[src/core/xbus_pkg.sv]
package xbus_pkg;

  // ****************************************************************
  // Register map (byte addresses)
  // ****************************************************************
  localparam logic [7:0] ADDR_CTRL      = 8'h00;
  localparam logic [7:0] ADDR_RTIME     = 8'h04;
  localparam logic [7:0] ADDR_WTIME     = 8'h08;
  localparam logic [7:0] ADDR_ADDR      = 8'h0C;
  localparam logic [7:0] ADDR_WDATA     = 8'h10;
  localparam logic [7:0] ADDR_RDATA     = 8'h14;
  localparam logic [7:0] ADDR_STATUS    = 8'h18;
  localparam logic [7:0] ADDR_HOST_DATA = 8'h1C;
  localparam logic [7:0] ADDR_HOST_IN   = 8'h20;

  // ****************************************************************
  // Field positions
  // ****************************************************************
  // CTRL
  localparam int CTRL_GO_BIT     = 0;
  localparam int CTRL_WRITE_BIT  = 1;
  localparam int CTRL_RDY_EN_BIT = 2;
  localparam int CTRL_HOST_BIT   = 3;
  localparam int CTRL_SPACE_LSB  = 4;
  // Timing registers: setup [3:0], strobe [9:4], hold [13:10]
  localparam int TIM_SETUP_LSB   = 0;
  localparam int TIM_STROBE_LSB  = 4;
  localparam int TIM_HOLD_LSB    = 10;
  // STATUS
  localparam int STAT_BUSY_BIT   = 0;
  localparam int STAT_DONE_BIT   = 1;
  localparam int STAT_HWR_BIT    = 2;
  localparam int STAT_HRD_BIT    = 3;
  localparam int STAT_STATE_LSB  = 8;

  // ****************************************************************
  // Reset values
  // ****************************************************************
  localparam logic [31:0] CTRL_RST  = 32'h0000_0000;
  localparam logic [31:0] RTIME_RST = 32'h0000_0411;
  localparam logic [31:0] WTIME_RST = 32'h0000_0411;

  // ****************************************************************
  // Timing
  // ****************************************************************
  localparam int CLK_PERIOD_NS   = 50;
  localparam int RDY_END_MIN_P   = 3;
  localparam int CE_TAIL_P       = 7;
  localparam int HRDY_REL_P      = 2;
  localparam int HDATA_REL_P     = 4;
  localparam int CE_TAIL_CYC     = CE_TAIL_P;
  localparam int HRDY_REL_CYC    = HRDY_REL_P;
  localparam int HDATA_REL_CYC   = HDATA_REL_P - 1;
  localparam int RDY_EXT_MIN_SUM = 4;

  localparam logic [1:0] AXI_OKAY   = 2'b00;
  localparam logic [1:0] AXI_SLVERR = 2'b10;

  typedef enum logic [4:0] {
    ST_IDLE   = 5'b00001,
    ST_SETUP  = 5'b00010,
    ST_STROBE = 5'b00100,
    ST_WAIT   = 5'b01000,
    ST_HOLD   = 5'b10000
  } cyc_state_t;

endpackage

[src/core/xbus_host_port.sv]
`timescale 1ns/1ps
`default_nettype none
module xbus_host_port
  import xbus_pkg::*;
(
  input  wire logic        i_mclk,
  input  wire logic        i_rst,
  // Host pins
  input  wire logic        i_host_select_n,
  input  wire logic        i_host_addr_strobe,
  input  wire logic        i_host_ctl_select,
  input  wire logic        i_host_direction,
  input  wire logic        i_burst_last,
  input  wire logic [3:0]  i_byte_lane_n,
  input  wire logic [31:0] i_data,
  // Boot polarity straps
  input  wire logic        i_dir_pol,
  input  wire logic        i_blast_pol,
  // Read data and capture
  input  wire logic [31:0] i_read_word,
  output logic             o_wr_stb,
  output logic             o_rd_stb,
  output logic [31:0]      o_wr_data,
  output logic [3:0]       o_wr_be,
  output logic             o_wr_ctl,
  // Pin drives
  output logic             o_ready_n_o,
  output logic             o_ready_oe_n,
  output logic [31:0]      o_data_o,
  output logic             o_data_oe_n
);

  logic       access;
  logic       is_write;
  logic       is_last;
  logic [1:0] rdy_cnt_q;
  logic [1:0] dat_cnt_q;
  logic       dir_pol_q;
  logic       blast_pol_q;
  logic       pol_taken_q;

  // ****************************************************************
  // Boot-time polarity capture
  // ****************************************************************
  always_ff @(posedge i_mclk) begin
    if (i_rst) begin
      pol_taken_q <= 1'b0;
      dir_pol_q   <= 1'b0;
      blast_pol_q <= 1'b0;
    end else if (!pol_taken_q) begin
      pol_taken_q <= 1'b1;
      dir_pol_q   <= i_dir_pol;
      blast_pol_q <= i_blast_pol;
    end
  end

  assign access   = !i_host_select_n && i_host_addr_strobe;
  assign is_write = (i_host_direction == dir_pol_q);
  assign is_last  = (i_burst_last == blast_pol_q);

  // ****************************************************************
  // Capture strobes
  // ****************************************************************
  always_ff @(posedge i_mclk) begin
    if (i_rst) begin
      o_wr_stb  <= 1'b0;
      o_rd_stb  <= 1'b0;
      o_wr_data <= 32'h0000_0000;
      o_wr_be   <= 4'h0;
      o_wr_ctl  <= 1'b0;
    end else begin
      o_wr_stb <= access && is_write;
      o_rd_stb <= access && !is_write;
      if (access && is_write) begin
        o_wr_data <= i_data;
        o_wr_be   <= ~i_byte_lane_n;
        o_wr_ctl  <= i_host_ctl_select;
      end
    end
  end

  // ****************************************************************
  // Ready drive and release
  // ****************************************************************
  always_ff @(posedge i_mclk) begin
    if (i_rst) begin
      o_ready_n_o  <= 1'b1;
      o_ready_oe_n <= 1'b1;
      rdy_cnt_q    <= 2'd0;
    end else if (access) begin
      o_ready_n_o  <= 1'b0;
      o_ready_oe_n <= 1'b0;
      rdy_cnt_q    <= 2'(HRDY_REL_CYC);
    end else if (rdy_cnt_q != 2'd0) begin
      o_ready_n_o <= 1'b1;
      rdy_cnt_q   <= rdy_cnt_q - 2'd1;
      if (rdy_cnt_q == 2'd1) begin
        o_ready_oe_n <= 1'b1;
      end
    end
  end

  // ****************************************************************
  // Read data drive and release
  // ****************************************************************
  always_ff @(posedge i_mclk) begin
    if (i_rst) begin
      o_data_o    <= 32'h0000_0000;
      o_data_oe_n <= 1'b1;
      dat_cnt_q   <= 2'd0;
    end else if (access && !is_write) begin
      o_data_o    <= i_read_word;
      o_data_oe_n <= 1'b0;
      dat_cnt_q   <= is_last ? 2'(HDATA_REL_CYC) : 2'd0;
    end else if (dat_cnt_q != 2'd0) begin
      dat_cnt_q <= dat_cnt_q - 2'd1;
      if (dat_cnt_q == 2'd1) begin
        o_data_oe_n <= 1'b1;
      end
    end else if (!o_data_oe_n && !access) begin
      o_data_oe_n <= 1'b1;
    end
  end

endmodule
`default_nettype wire

[src/core/xbus_async_port.sv]
`timescale 1ns/1ps
`default_nettype none
module xbus_async_port
  import xbus_pkg::*;
#(
  parameter int SPACES = 4
)
(
  input  wire logic        i_mclk,
  input  wire logic        i_rst,
  // AXI4-Lite write address, data and response
  input  wire logic [7:0]  s_axi_awaddr,
  input  wire logic        s_axi_awvalid,
  output logic             s_axi_awready,
  input  wire logic [31:0] s_axi_wdata,
  input  wire logic [3:0]  s_axi_wstrb,
  input  wire logic        s_axi_wvalid,
  output logic             s_axi_wready,
  output logic [1:0]       s_axi_bresp,
  output logic             s_axi_bvalid,
  input  wire logic        s_axi_bready,
  // AXI4-Lite read
  input  wire logic [7:0]  s_axi_araddr,
  input  wire logic        s_axi_arvalid,
  output logic             s_axi_arready,
  output logic [31:0]      s_axi_rdata,
  output logic [1:0]       s_axi_rresp,
  output logic             s_axi_rvalid,
  input  wire logic        s_axi_rready,
  // Async peripheral pins
  output logic [SPACES-1:0] o_space_enable_n,
  output logic              o_periph_output_enable_n,
  output logic              o_periph_read_strobe_n,
  output logic              o_write_strobe_or_wait_n,
  output logic [3:0]        o_byte_lane_or_addr_low,
  input  wire logic         i_exp_ready,
  output logic              o_exp_ready_n_o,
  output logic              o_exp_ready_oe_n,
  // Data bus
  input  wire logic [31:0]  i_exp_data_bus,
  output logic [31:0]       o_exp_data_bus,
  output logic              o_exp_data_bus_oe_n,
  // Host port pins
  input  wire logic         i_host_select_n,
  input  wire logic         i_host_addr_strobe,
  input  wire logic         i_host_ctl_select,
  input  wire logic         i_host_direction,
  input  wire logic         i_burst_last,
  input  wire logic [3:0]   i_byte_lane_n,
  input  wire logic         i_dir_pol,
  input  wire logic         i_blast_pol
);

  cyc_state_t  state_q;
  logic [31:0] ctrl_q, rtime_q, wtime_q, addr_q, wdata_q, rdata_q, host_data_q;
  logic [31:0] host_in_q;
  logic        done_q, hwr_q, hrd_q;
  logic [5:0]  cnt_q;
  logic [2:0]  tail_q;
  logic        rdy_s1_q, rdy_s2_q;
  logic        is_wr_q, rdy_en_q;
  logic        aw_q, w_q;
  logic [7:0]  awaddr_q;
  logic [31:0] wbuf_q;
  logic [3:0]  wstrb_q;
  logic        go_pulse;
  logic [31:0] tim;
  logic        h_wr_stb, h_rd_stb;
  logic [31:0] h_wr_data, h_data_o;
  logic [3:0]  h_be;
  logic        h_rdy, h_rdy_oe_n, h_data_oe_n;

  function automatic logic [31:0] merge(input logic [31:0] old, input logic [31:0] nw, input logic [3:0] be);
    logic [31:0] r;
    r = old;
    for (int i = 0; i < 4; i++) begin
      if (be[i]) r[i*8 +: 8] = nw[i*8 +: 8];
    end
    return r;
  endfunction

  function automatic logic [5:0] fld(input logic [31:0] t, input int lsb, input int w);
    return 6'((t >> lsb) & ((32'd1 << w) - 32'd1));
  endfunction

  // ****************************************************************
  // AXI4-Lite write
  // ****************************************************************
  assign go_pulse = aw_q && w_q && !s_axi_bvalid && (awaddr_q == ADDR_CTRL)
                    && wstrb_q[0] && wbuf_q[CTRL_GO_BIT] && (state_q == ST_IDLE);

  always_ff @(posedge i_mclk) begin
    if (i_rst) begin
      aw_q <= 1'b0; w_q <= 1'b0; awaddr_q <= 8'h00; wbuf_q <= 32'h0; wstrb_q <= 4'h0;
      s_axi_awready <= 1'b0; s_axi_wready <= 1'b0;
      s_axi_bvalid <= 1'b0; s_axi_bresp <= AXI_OKAY;
      ctrl_q <= CTRL_RST; rtime_q <= RTIME_RST; wtime_q <= WTIME_RST;
      addr_q <= 32'h0; wdata_q <= 32'h0; host_data_q <= 32'h0;
    end else begin
      s_axi_awready <= !aw_q && !s_axi_awready && s_axi_awvalid;
      s_axi_wready  <= !w_q && !s_axi_wready && s_axi_wvalid;
      if (s_axi_awready && s_axi_awvalid) begin
        aw_q <= 1'b1; awaddr_q <= s_axi_awaddr;
      end
      if (s_axi_wready && s_axi_wvalid) begin
        w_q <= 1'b1; wbuf_q <= s_axi_wdata; wstrb_q <= s_axi_wstrb;
      end
      if (aw_q && w_q && !s_axi_bvalid) begin
        s_axi_bvalid <= 1'b1;
        s_axi_bresp  <= AXI_OKAY;
        case (awaddr_q)
          ADDR_CTRL: ctrl_q <= merge(ctrl_q, wbuf_q & ~32'h1, wstrb_q);
          ADDR_RTIME: rtime_q <= merge(rtime_q, wbuf_q, wstrb_q);
          ADDR_WTIME: wtime_q <= merge(wtime_q, wbuf_q, wstrb_q);
          ADDR_ADDR: addr_q <= merge(addr_q, wbuf_q, wstrb_q);
          ADDR_WDATA: wdata_q <= merge(wdata_q, wbuf_q, wstrb_q);
          ADDR_HOST_DATA: host_data_q <= merge(host_data_q, wbuf_q, wstrb_q);
          ADDR_RDATA, ADDR_STATUS, ADDR_HOST_IN: s_axi_bresp <= AXI_OKAY;
          default: s_axi_bresp <= AXI_SLVERR;
        endcase
      end
      if (s_axi_bvalid && s_axi_bready) begin
        s_axi_bvalid <= 1'b0; aw_q <= 1'b0; w_q <= 1'b0;
      end
    end
  end

  // ****************************************************************
  // AXI4-Lite read
  // ****************************************************************
  always_ff @(posedge i_mclk) begin
    if (i_rst) begin
      s_axi_arready <= 1'b0; s_axi_rvalid <= 1'b0;
      s_axi_rdata <= 32'h0; s_axi_rresp <= AXI_OKAY;
    end else begin
      s_axi_arready <= !s_axi_arready && !s_axi_rvalid && s_axi_arvalid;
      if (s_axi_arready && s_axi_arvalid) begin
        s_axi_rvalid <= 1'b1;
        s_axi_rresp  <= AXI_OKAY;
        case (s_axi_araddr)
          ADDR_CTRL: s_axi_rdata <= ctrl_q;
          ADDR_RTIME: s_axi_rdata <= rtime_q;
          ADDR_WTIME: s_axi_rdata <= wtime_q;
          ADDR_ADDR: s_axi_rdata <= addr_q;
          ADDR_WDATA: s_axi_rdata <= wdata_q;
          ADDR_RDATA: s_axi_rdata <= rdata_q;
          ADDR_STATUS: s_axi_rdata <= {19'h0, state_q, 4'h0, hrd_q, hwr_q, done_q, (state_q != ST_IDLE)};
          ADDR_HOST_DATA: s_axi_rdata <= host_data_q;
          ADDR_HOST_IN: s_axi_rdata <= host_in_q;
          default: begin
            s_axi_rdata <= 32'h0;
            s_axi_rresp <= AXI_SLVERR;
          end
        endcase
      end else if (s_axi_rvalid && s_axi_rready) begin
        s_axi_rvalid <= 1'b0;
      end
    end
  end

  // ****************************************************************
  // Status flags, set wins over clear
  // ****************************************************************
  always_ff @(posedge i_mclk) begin
    if (i_rst) begin
      done_q <= 1'b0; hwr_q <= 1'b0; hrd_q <= 1'b0; host_in_q <= 32'h0;
    end else begin
      if (state_q == ST_HOLD && cnt_q <= 6'd1) done_q <= 1'b1;
      else if (go_pulse) done_q <= 1'b0;
      if (h_wr_stb) begin
        hwr_q <= 1'b1;
        host_in_q <= merge(host_in_q, h_wr_data, h_be);
      end else if (s_axi_arready && s_axi_arvalid && s_axi_araddr == ADDR_HOST_IN) hwr_q <= 1'b0;
      if (h_rd_stb) hrd_q <= 1'b1;
      else if (s_axi_arready && s_axi_arvalid && s_axi_araddr == ADDR_STATUS) hrd_q <= 1'b0;
    end
  end

  // ****************************************************************
  // Ready synchroniser
  // ****************************************************************
  always_ff @(posedge i_mclk) begin
    if (i_rst) begin
      rdy_s1_q <= 1'b0;
      rdy_s2_q <= 1'b0;
    end else begin
      rdy_s1_q <= i_exp_ready;
      rdy_s2_q <= rdy_s1_q;
    end
  end

  // ****************************************************************
  // Async peripheral cycle engine
  // ****************************************************************
  assign tim = is_wr_q ? wtime_q : rtime_q;

  always_ff @(posedge i_mclk) begin
    if (i_rst) begin
      state_q <= ST_IDLE; cnt_q <= 6'd0; is_wr_q <= 1'b0; rdy_en_q <= 1'b0; rdata_q <= 32'h0;
    end else begin
      case (state_q)
        ST_IDLE: if (go_pulse) begin
          is_wr_q  <= wbuf_q[CTRL_WRITE_BIT];
          // Extension only honoured when setup plus strobe reaches the minimum
          rdy_en_q <= wbuf_q[CTRL_RDY_EN_BIT] && ((wbuf_q[CTRL_WRITE_BIT] ?
                      ({1'b0, fld(wtime_q, TIM_SETUP_LSB, 4)} + {1'b0, fld(wtime_q, TIM_STROBE_LSB, 6)}) :
                      ({1'b0, fld(rtime_q, TIM_SETUP_LSB, 4)} + {1'b0, fld(rtime_q, TIM_STROBE_LSB, 6)}))
                      >= 7'(RDY_EXT_MIN_SUM));
          cnt_q    <= wbuf_q[CTRL_WRITE_BIT] ? fld(wtime_q, TIM_SETUP_LSB, 4)
                                             : fld(rtime_q, TIM_SETUP_LSB, 4);
          state_q  <= ST_SETUP;
        end
        ST_SETUP: if (cnt_q <= 6'd1) begin
          cnt_q   <= fld(tim, TIM_STROBE_LSB, 6);
          state_q <= ST_STROBE;
        end else cnt_q <= cnt_q - 6'd1;
        ST_STROBE: if (cnt_q <= 6'd1) begin
          if (rdy_en_q && !rdy_s2_q) state_q <= ST_WAIT;
          else begin
            if (!is_wr_q) rdata_q <= i_exp_data_bus;
            cnt_q   <= fld(tim, TIM_HOLD_LSB, 4);
            state_q <= ST_HOLD;
          end
        end else cnt_q <= cnt_q - 6'd1;
        ST_WAIT: begin
          if (rdy_s2_q) begin
            // Straight to hold keeps strobe end within four periods of ready
            if (!is_wr_q) rdata_q <= i_exp_data_bus;
            cnt_q   <= fld(tim, TIM_HOLD_LSB, 4);
            state_q <= ST_HOLD;
          end
        end
        ST_HOLD: if (cnt_q <= 6'd1) state_q <= ST_IDLE;
          else cnt_q <= cnt_q - 6'd1;
        default: state_q <= ST_IDLE;
      endcase
    end
  end

  // ****************************************************************
  // Pin drive
  // ****************************************************************
  always_ff @(posedge i_mclk) begin
    if (i_rst) begin
      o_space_enable_n <= '1; tail_q <= 3'd0;
      o_periph_output_enable_n <= 1'b1; o_periph_read_strobe_n <= 1'b1;
      o_write_strobe_or_wait_n <= 1'b1; o_byte_lane_or_addr_low <= 4'h0;
      o_exp_data_bus <= 32'h0; o_exp_data_bus_oe_n <= 1'b1;
      o_exp_ready_n_o <= 1'b1; o_exp_ready_oe_n <= 1'b1;
    end else begin
      o_exp_ready_n_o  <= h_rdy;
      o_exp_ready_oe_n <= h_rdy_oe_n;
      if (state_q != ST_IDLE) begin
        o_space_enable_n <= ~(SPACES'(1) << ctrl_q[CTRL_SPACE_LSB +: 2]);
        tail_q <= 3'(CE_TAIL_CYC - 1);
      end else if (tail_q != 3'd0) tail_q <= tail_q - 3'd1;
      else o_space_enable_n <= '1;
      o_byte_lane_or_addr_low  <= (state_q != ST_IDLE) ? addr_q[5:2] : 4'h0;
      o_periph_output_enable_n <= !((state_q != ST_IDLE) && !is_wr_q);
      o_periph_read_strobe_n   <= !((state_q == ST_STROBE || state_q == ST_WAIT) && !is_wr_q);
      o_write_strobe_or_wait_n <= !((state_q == ST_STROBE || state_q == ST_WAIT) && is_wr_q);
      if (state_q != ST_IDLE && is_wr_q) begin
        o_exp_data_bus <= wdata_q;
        o_exp_data_bus_oe_n <= 1'b0;
      end else begin
        o_exp_data_bus <= h_data_o;
        o_exp_data_bus_oe_n <= h_data_oe_n;
      end
    end
  end

  xbus_host_port xbus_host_port_inst (
    .i_mclk            (i_mclk),
    .i_rst             (i_rst),
    .i_host_select_n   (i_host_select_n),
    .i_host_addr_strobe(i_host_addr_strobe && ctrl_q[CTRL_HOST_BIT]),
    .i_host_ctl_select (i_host_ctl_select),
    .i_host_direction  (i_host_direction),
    .i_burst_last      (i_burst_last),
    .i_byte_lane_n     (i_byte_lane_n),
    .i_data            (i_exp_data_bus),
    .i_dir_pol         (i_dir_pol),
    .i_blast_pol       (i_blast_pol),
    .i_read_word       (host_data_q),
    .o_wr_stb          (h_wr_stb),
    .o_rd_stb          (h_rd_stb),
    .o_wr_data         (h_wr_data),
    .o_wr_be           (h_be),
    .o_wr_ctl          (),
    .o_ready_n_o       (h_rdy),
    .o_ready_oe_n      (h_rdy_oe_n),
    .o_data_o          (h_data_o),
    .o_data_oe_n       (h_data_oe_n)
  );

endmodule
`default_nettype wire

[config.mk]
export PLATFORM = sky130hd
export DESIGN_NAME = xbus_async_port
export DESIGN_NICKNAME = d
export VERILOG_FILES = /design/src/core/xbus_pkg.sv /design/src/core/xbus_host_port.sv /design/src/core/xbus_async_port.sv
export SDC_FILE = /design/constraint.sdc
export NUM_CORES = 1
export LEC_CHECK = 0
export ABC_AREA = 0
export BUFFER_PORTS_ARGS = -buffer_cell sky130_fd_sc_hd__buf_2
export CAP_MARGIN = 40
export CORE_MARGIN = 4
export CORE_UTILIZATION = 30
export CTS_CLUSTER_SIZE = 14
export DETAILED_ROUTE_END_ITERATION = 7
export HOLD_SLACK_MARGIN = 0.02
export SYNTH_ARGS = -nofsm -noshare
export SYNTH_HDL_FRONTEND = slang
export SYNTH_SLANG_ARGS = --single-unit
[constraint.sdc]
create_clock -name i_mclk -period 2.4 [get_ports i_mclk]
set_input_delay 0.48 -clock i_mclk [delete_from_list [all_inputs] [get_ports i_mclk]]
set_output_delay 0.48 -clock i_mclk [all_outputs]
set_load 0.01 [all_outputs]
[Word-level counts from Yosys, hierarchy flattened]
Index checks and enable logic that the tools add are counted.
Word-level totals
  output and inout port bits: 87
  register bits: 489
Operators by class
  muxes and demuxes: 54
  shift-type cells: 1
  magnitude comparators: 2
  add/subtract/negate cells: 6
  reductions and logical operators: 104
  equal/unequal tests: 36
  bitwise operators: 3
Operators with widths (number)
  32-bit case mux with 9 select lines: 1
  32-bit 2-to-1 mux: 5
  3-bit AND reduction: 24
  8-bit by 5-bit == test with 1-bit output, second input constant: 8
  32-bit case mux with 2 select lines: 1
  6-bit 2-to-1 mux: 6
  8-bit by 4-bit == test with 1-bit output, second input constant: 4
  1-bit logical AND: 31
  5-bit 2-to-1 mux: 6
  6-bit case mux with 5 select lines: 1
  5-bit case mux with 5 select lines: 1
  2-bit nonzero test: 11
  1-bit 2-to-1 mux: 19
  9-bit OR reduction: 2
  8-bit by 3-bit == test with 1-bit output, second input constant: 2
  8-bit by 6-bit == test with 1-bit output, second input constant: 2
  1-bit zero test: 16
  8-bit zero test: 2
  4-bit by 6-bit adder with 7-bit output: 2
  14-bit 2-to-1 mux: 1
  2-bit 2-to-1 mux: 7
  2-bit != test, second input constant: 7
  2-bit AND reduction: 7
  4-bit 2-to-1 mux: 3
  27 further kinds: 37

[Depth between registers and ports, before layout]
  depth in word-level cells: 8
  gate-level depth with buffers: 9

[Hierarchy]
From an unflattened synthesis, not the netlist that was laid out.
Second synthesis, totals
  cells, all modules: 2461
  area, all modules: 20437.1 um^2
By module, submodules not included
  xbus_async_port: cells an instance 2103, area each 17385.4 um^2, instances 1, sequential area each 8147.8 um^2
  xbus_host_port: cells an instance 358, area each 3051.7 um^2, instances 1, sequential area each 1621.6 um^2

[Least setup slack after synthesis]
OpenSTA, ideal clock, no wires.
  path kind: input -> register
  from: in s_axi_araddr[2]
  to: reg s_axi_rdata[28]
  arrival time: 2.012 ns
  stages on the path: 7
  path slack: 0.265 ns
  data required time: 2.277 ns
  cell sequence: buf_2 -> buf_1 -> buf_2 -> mux2i_1 -> o21ai_0 -> a222oi_1 -> o21ai_1
On the way
  cells in the longest elaborated chain, start to end: 2
Ends and longest elaborated chain
  start: declaration: line xbus_async_port.sv:23  | input wire logic [7:0] s_axi_araddr,
  8-bit by 6-bit == test with 1-bit output (tied with other cells): line xbus_async_port.sv:140  | case (s_axi_araddr)
  32-bit case mux with 9 select lines (*): line xbus_async_port.sv:140
  end signal: assignment: line xbus_async_port.sv:141  | ADDR_CTRL: s_axi_rdata <= ctrl_q;
  end signal: assignment: line xbus_async_port.sv:142  | ADDR_RTIME: s_axi_rdata <= rtime_q;
  end signal: assignment: line xbus_async_port.sv:143  | ADDR_WTIME: s_axi_rdata <= wtime_q;
  end: declaration: line xbus_async_port.sv:26  | output logic [31:0] s_axi_rdata,
Mark *: on every way between the ends. The rest lies on a longest branch, timed or not.
A chain may end at the register's enable or synchronous reset.

[Final worst setup path]
  from: reg awaddr_q[0]
  to: reg rtime_q[29]
On the way
  cells in the longest elaborated chain, start to end: 2
Ends and longest elaborated chain
  start: declaration: line xbus_async_port.sv:63  | logic [7:0] awaddr_q;
  start signal: assignment: line xbus_async_port.sv:94  | aw_q <= 1'b0; w_q <= 1'b0; awaddr_q <= 8'h00; wbuf_q <= 32'h0; wstrb_q <= 4'h0;
  start signal: assignment: line xbus_async_port.sv:103  | aw_q <= 1'b1; awaddr_q <= s_axi_awaddr;
  8-bit by 3-bit == test with 1-bit output: line xbus_async_port.sv:111  | case (awaddr_q)
  3-bit AND reduction (no line)
  end signal: assignment: line xbus_async_port.sv:113  | ADDR_RTIME: rtime_q <= merge(rtime_q, wbuf_q, wstrb_q);
  end: declaration: line xbus_async_port.sv:55  | logic [31:0] ctrl_q, rtime_q, wtime_q, addr_q, wdata_q, rdata_q, host_data_q;
No other way between the ends.

==> results.yml <==
run_status:
  outcome: "complete, no violations"
sta:
  slew_headroom_pct: 56.5
  clock_skew_ns: 0.0284
  rsz0062_at_grt: "no"
  final_max_slew_viol_count: 0
  finalCritPeriodShare_pct: 95.7
  finalHoldViolations: 0
  min_period_ns: 2.30
  fmax_mhz: 435
  worst_pin_slew_ns: 0.652
  tns_ns: 0
  setup_viol: 0
synthesis:
  async_reset_ff_share_pct: 0
  synth_largest_area_cell: "dfxtp_1"
  synth_common_cells: "nand2_1, dfxtp_1, a21oi_1"
  syn_inst: 2487
  synthFlopType: "dfxtp_1"
  synth.avg_cell_area_um2: 8.20
  synth_cell_types: 79
  yosysMostFrequentCell: "nand2_1"
  yosys_warnings: 0
  netlist_area_um2: 20400
  ys_seq_area_share_pct: 47.8
  synth_area_leaders: "dfxtp_1, nand2_1, a21oi_1"
  synth_edf_count: 0
  synth_seq_cells: 487
  yosysTopAreaCellShare_pct: 47.8
finish:
  postLayoutCellArea_um2: 24400
  area_delta_synth_final_pct: 19.8
  finalNetCount: 2757
  n_fill_cell: 7008
  drive_above_1_share_pct: 16.4
  finalNonFillerCells: 3553
global_routing:
  grt_start_max_net_pins: 90
  antenna_found_initial: 7
  grtUsageTotal_pct: 18.2
  grt_pass1_vias: 16791
  grt_pass1_wl_um: 104000
  grt-ovfl-total: 0
power:
  p_per_area_nw_per_um2: 743
  vdd_drop_max_uv: 396
  p_total_uw: 18200
  power.leakage_uw: 0.00848
clock_tree:
  postCtsSetupRepairBufs: 0
  clk_latency_ns: 0.60
  cts_sinks: 487
  cts_resized: 0
  cts_buffers: 54
  clkTransAtPathRegs_ns: 0.06
  hold_buffers: 0
  cts_buffer_depth: 3
  h-tree-depth: 2
  cts_root_buf: "clkbuf_16"
  cts_tree: "done"
floorplan:
  initial_core_util_pct: 30.3
  fp.dieArea_um2: 72200
  core_um2: 67300
  num_rows: 95
  ioPinCount: 190
  die_y_um: 269
  die_w_um: 269
detailed_routing:
  drc_errors: 0
  wl_per_cell_um: 19.3
  drtAntennaViolNets: 0
  drtIter0Drc: 1950
  vias: 18345
  firstDrtPassIters: 7
  viasPerCell: 5.16
  wirelength_um: 68600
worst_setup_path:
  setup.worst_path.start_class: "flop"
  path_cells: "or4_4 -> buf_4 -> nor4_4 -> buf_12 -> nand2_1 -> nand2_1 -> a21oi_1"
  arrival_ns: 2.76
  crit_type: "flop to flop"
  crit_top_cell: "nand2_1"
  cp_slowest_cell: "or4_4"
  cp-end-kind: "flop"
  cp_max_fo: 36
  critPathTopFamily: "simple AND/OR/NAND/NOR gates"
  cp.required_ns: 2.86
  critPathMaxStageDelay_ns: 0.61
  worst-path-buf-inv: 2
job:
  drv_cap: 0
placed_design:
  dp_hpwl_um: 48300
  placed_cells: 3455
  place.gp.congestion: 0.857
  portBuffers: 186
  dpl_cell_area_um2: 22600
min_path:
  hold_path_class: "primary input to flop"
## sequential cells by signal (all words and copies together) (netlist names), 3 cells and up
register and cells:
state_q 5, awaddr_q 8, o_byte_lane_or_addr_low 4, xbus_host_port_inst.o_wr_data 32
wbuf_q 32, wdata_q 32, host_in_q 32, addr_q 32
host_data_q 32, s_axi_rdata 32, wtime_q 32, wstrb_q 4
rdata_q 32, cnt_q 6, ctrl_q 31, rtime_q 32
tail_q 3, o_space_enable_n 4, xbus_host_port_inst.o_data_o 32, o_exp_data_bus 32
xbus_host_port_inst.o_wr_be 4
## worst register-to-register path, cell delays in order (launching register included)
cell     delay (ns)
dfxtp_1        0.31
or4_4          0.61
buf_4          0.22
nor4_4         0.26
buf_12         0.25
nand2_1        0.30
nand2_1        0.16
a21oi_1        0.07
## layout by cell type (no fill, tap or decap), types with 23 or more instances in the layout
master       n
dfxtp_1    487
nand2_1    660
a21oi_1    419
o21ai_1     25
nor2_1      31
mux2i_1     49
clkbuf_16   54
a22o_1      40
mux2_2      26
o21ai_0     58
buf_2      184
nand3_1    223
buf_12      23
buf_4       72
## layout make-up
type,count,area [um2],share of cell area [%]
inverters,21,78.8,0.323
diodes,2,5.00,0.0205
well taps,873,1090,4.47
clock inverters,16,204,0.835
flip-flops and latches,487,9750,39.9
clock buffers,80,1590,6.50
multi-input cells,1794,9780,40.0
repair buffers,280,1940,7.93
## cells by family after synthesis
| kind of cell | synth area share (%) |
|---|---|
| AO/OA/AOI/OAI | 18.5 |
| XOR/XNOR | 0.343 |
| adder cells (fa/ha/maj) | 1.05 |
| buffers and inverters | 4.51 |
| flip-flops | 47.8 |
| multiplexers | 5.16 |
| other | 0.0184 |
| AND/OR/NAND/NOR | 22.7 |
## stage by stage
stage / util, % / worst slack [ns] / hold WS, ns
6_report: 36.3 / 0.103 / 0.0524
4_1_cts: 36.3 / 0.108 / 0.0202
2_1_floorplan: - / 0.265 / 0.413
5_1_grt: 36.3 / 0.000754 / 0.0352
3_5_place_dp: 33.6 / 0.0998 / 0.428
3_3_place_gp: 33.6 / 0.128 / 0.426
## worst paths after layout
path                              startpoint                             end  slack [ns]  cells after the start
min reg2reg  xbus_host_port_inst.o_data_oe_n             o_exp_data_bus_oe_n        0.43                      2
max                              awaddr_q[0]                     rtime_q[29]        0.10                      7
max reg2reg                      awaddr_q[0]                     rtime_q[29]        0.10                      7
min                         i_byte_lane_n[1]  xbus_host_port_inst.o_wr_be[1]        0.05                      2
## power breakdown
group / internal (uW) / switching (uW)
Sequential: 8180 / 113
Clock: 4990 / 3440
Combinational: 516 / 919
## metal layers
metal / track usage (%) / vias up / part of all wire (%)
met1: 28.6 / 8619 / 49
met5: 0 / - / 0.045
met4: 3.76 / 6 / 1.7
li1: - / 8957 / -
met3: 3.00 / 81 / 7.7
met2: 26.2 / 682 / 41
Power figures use the tool's default switching activity.
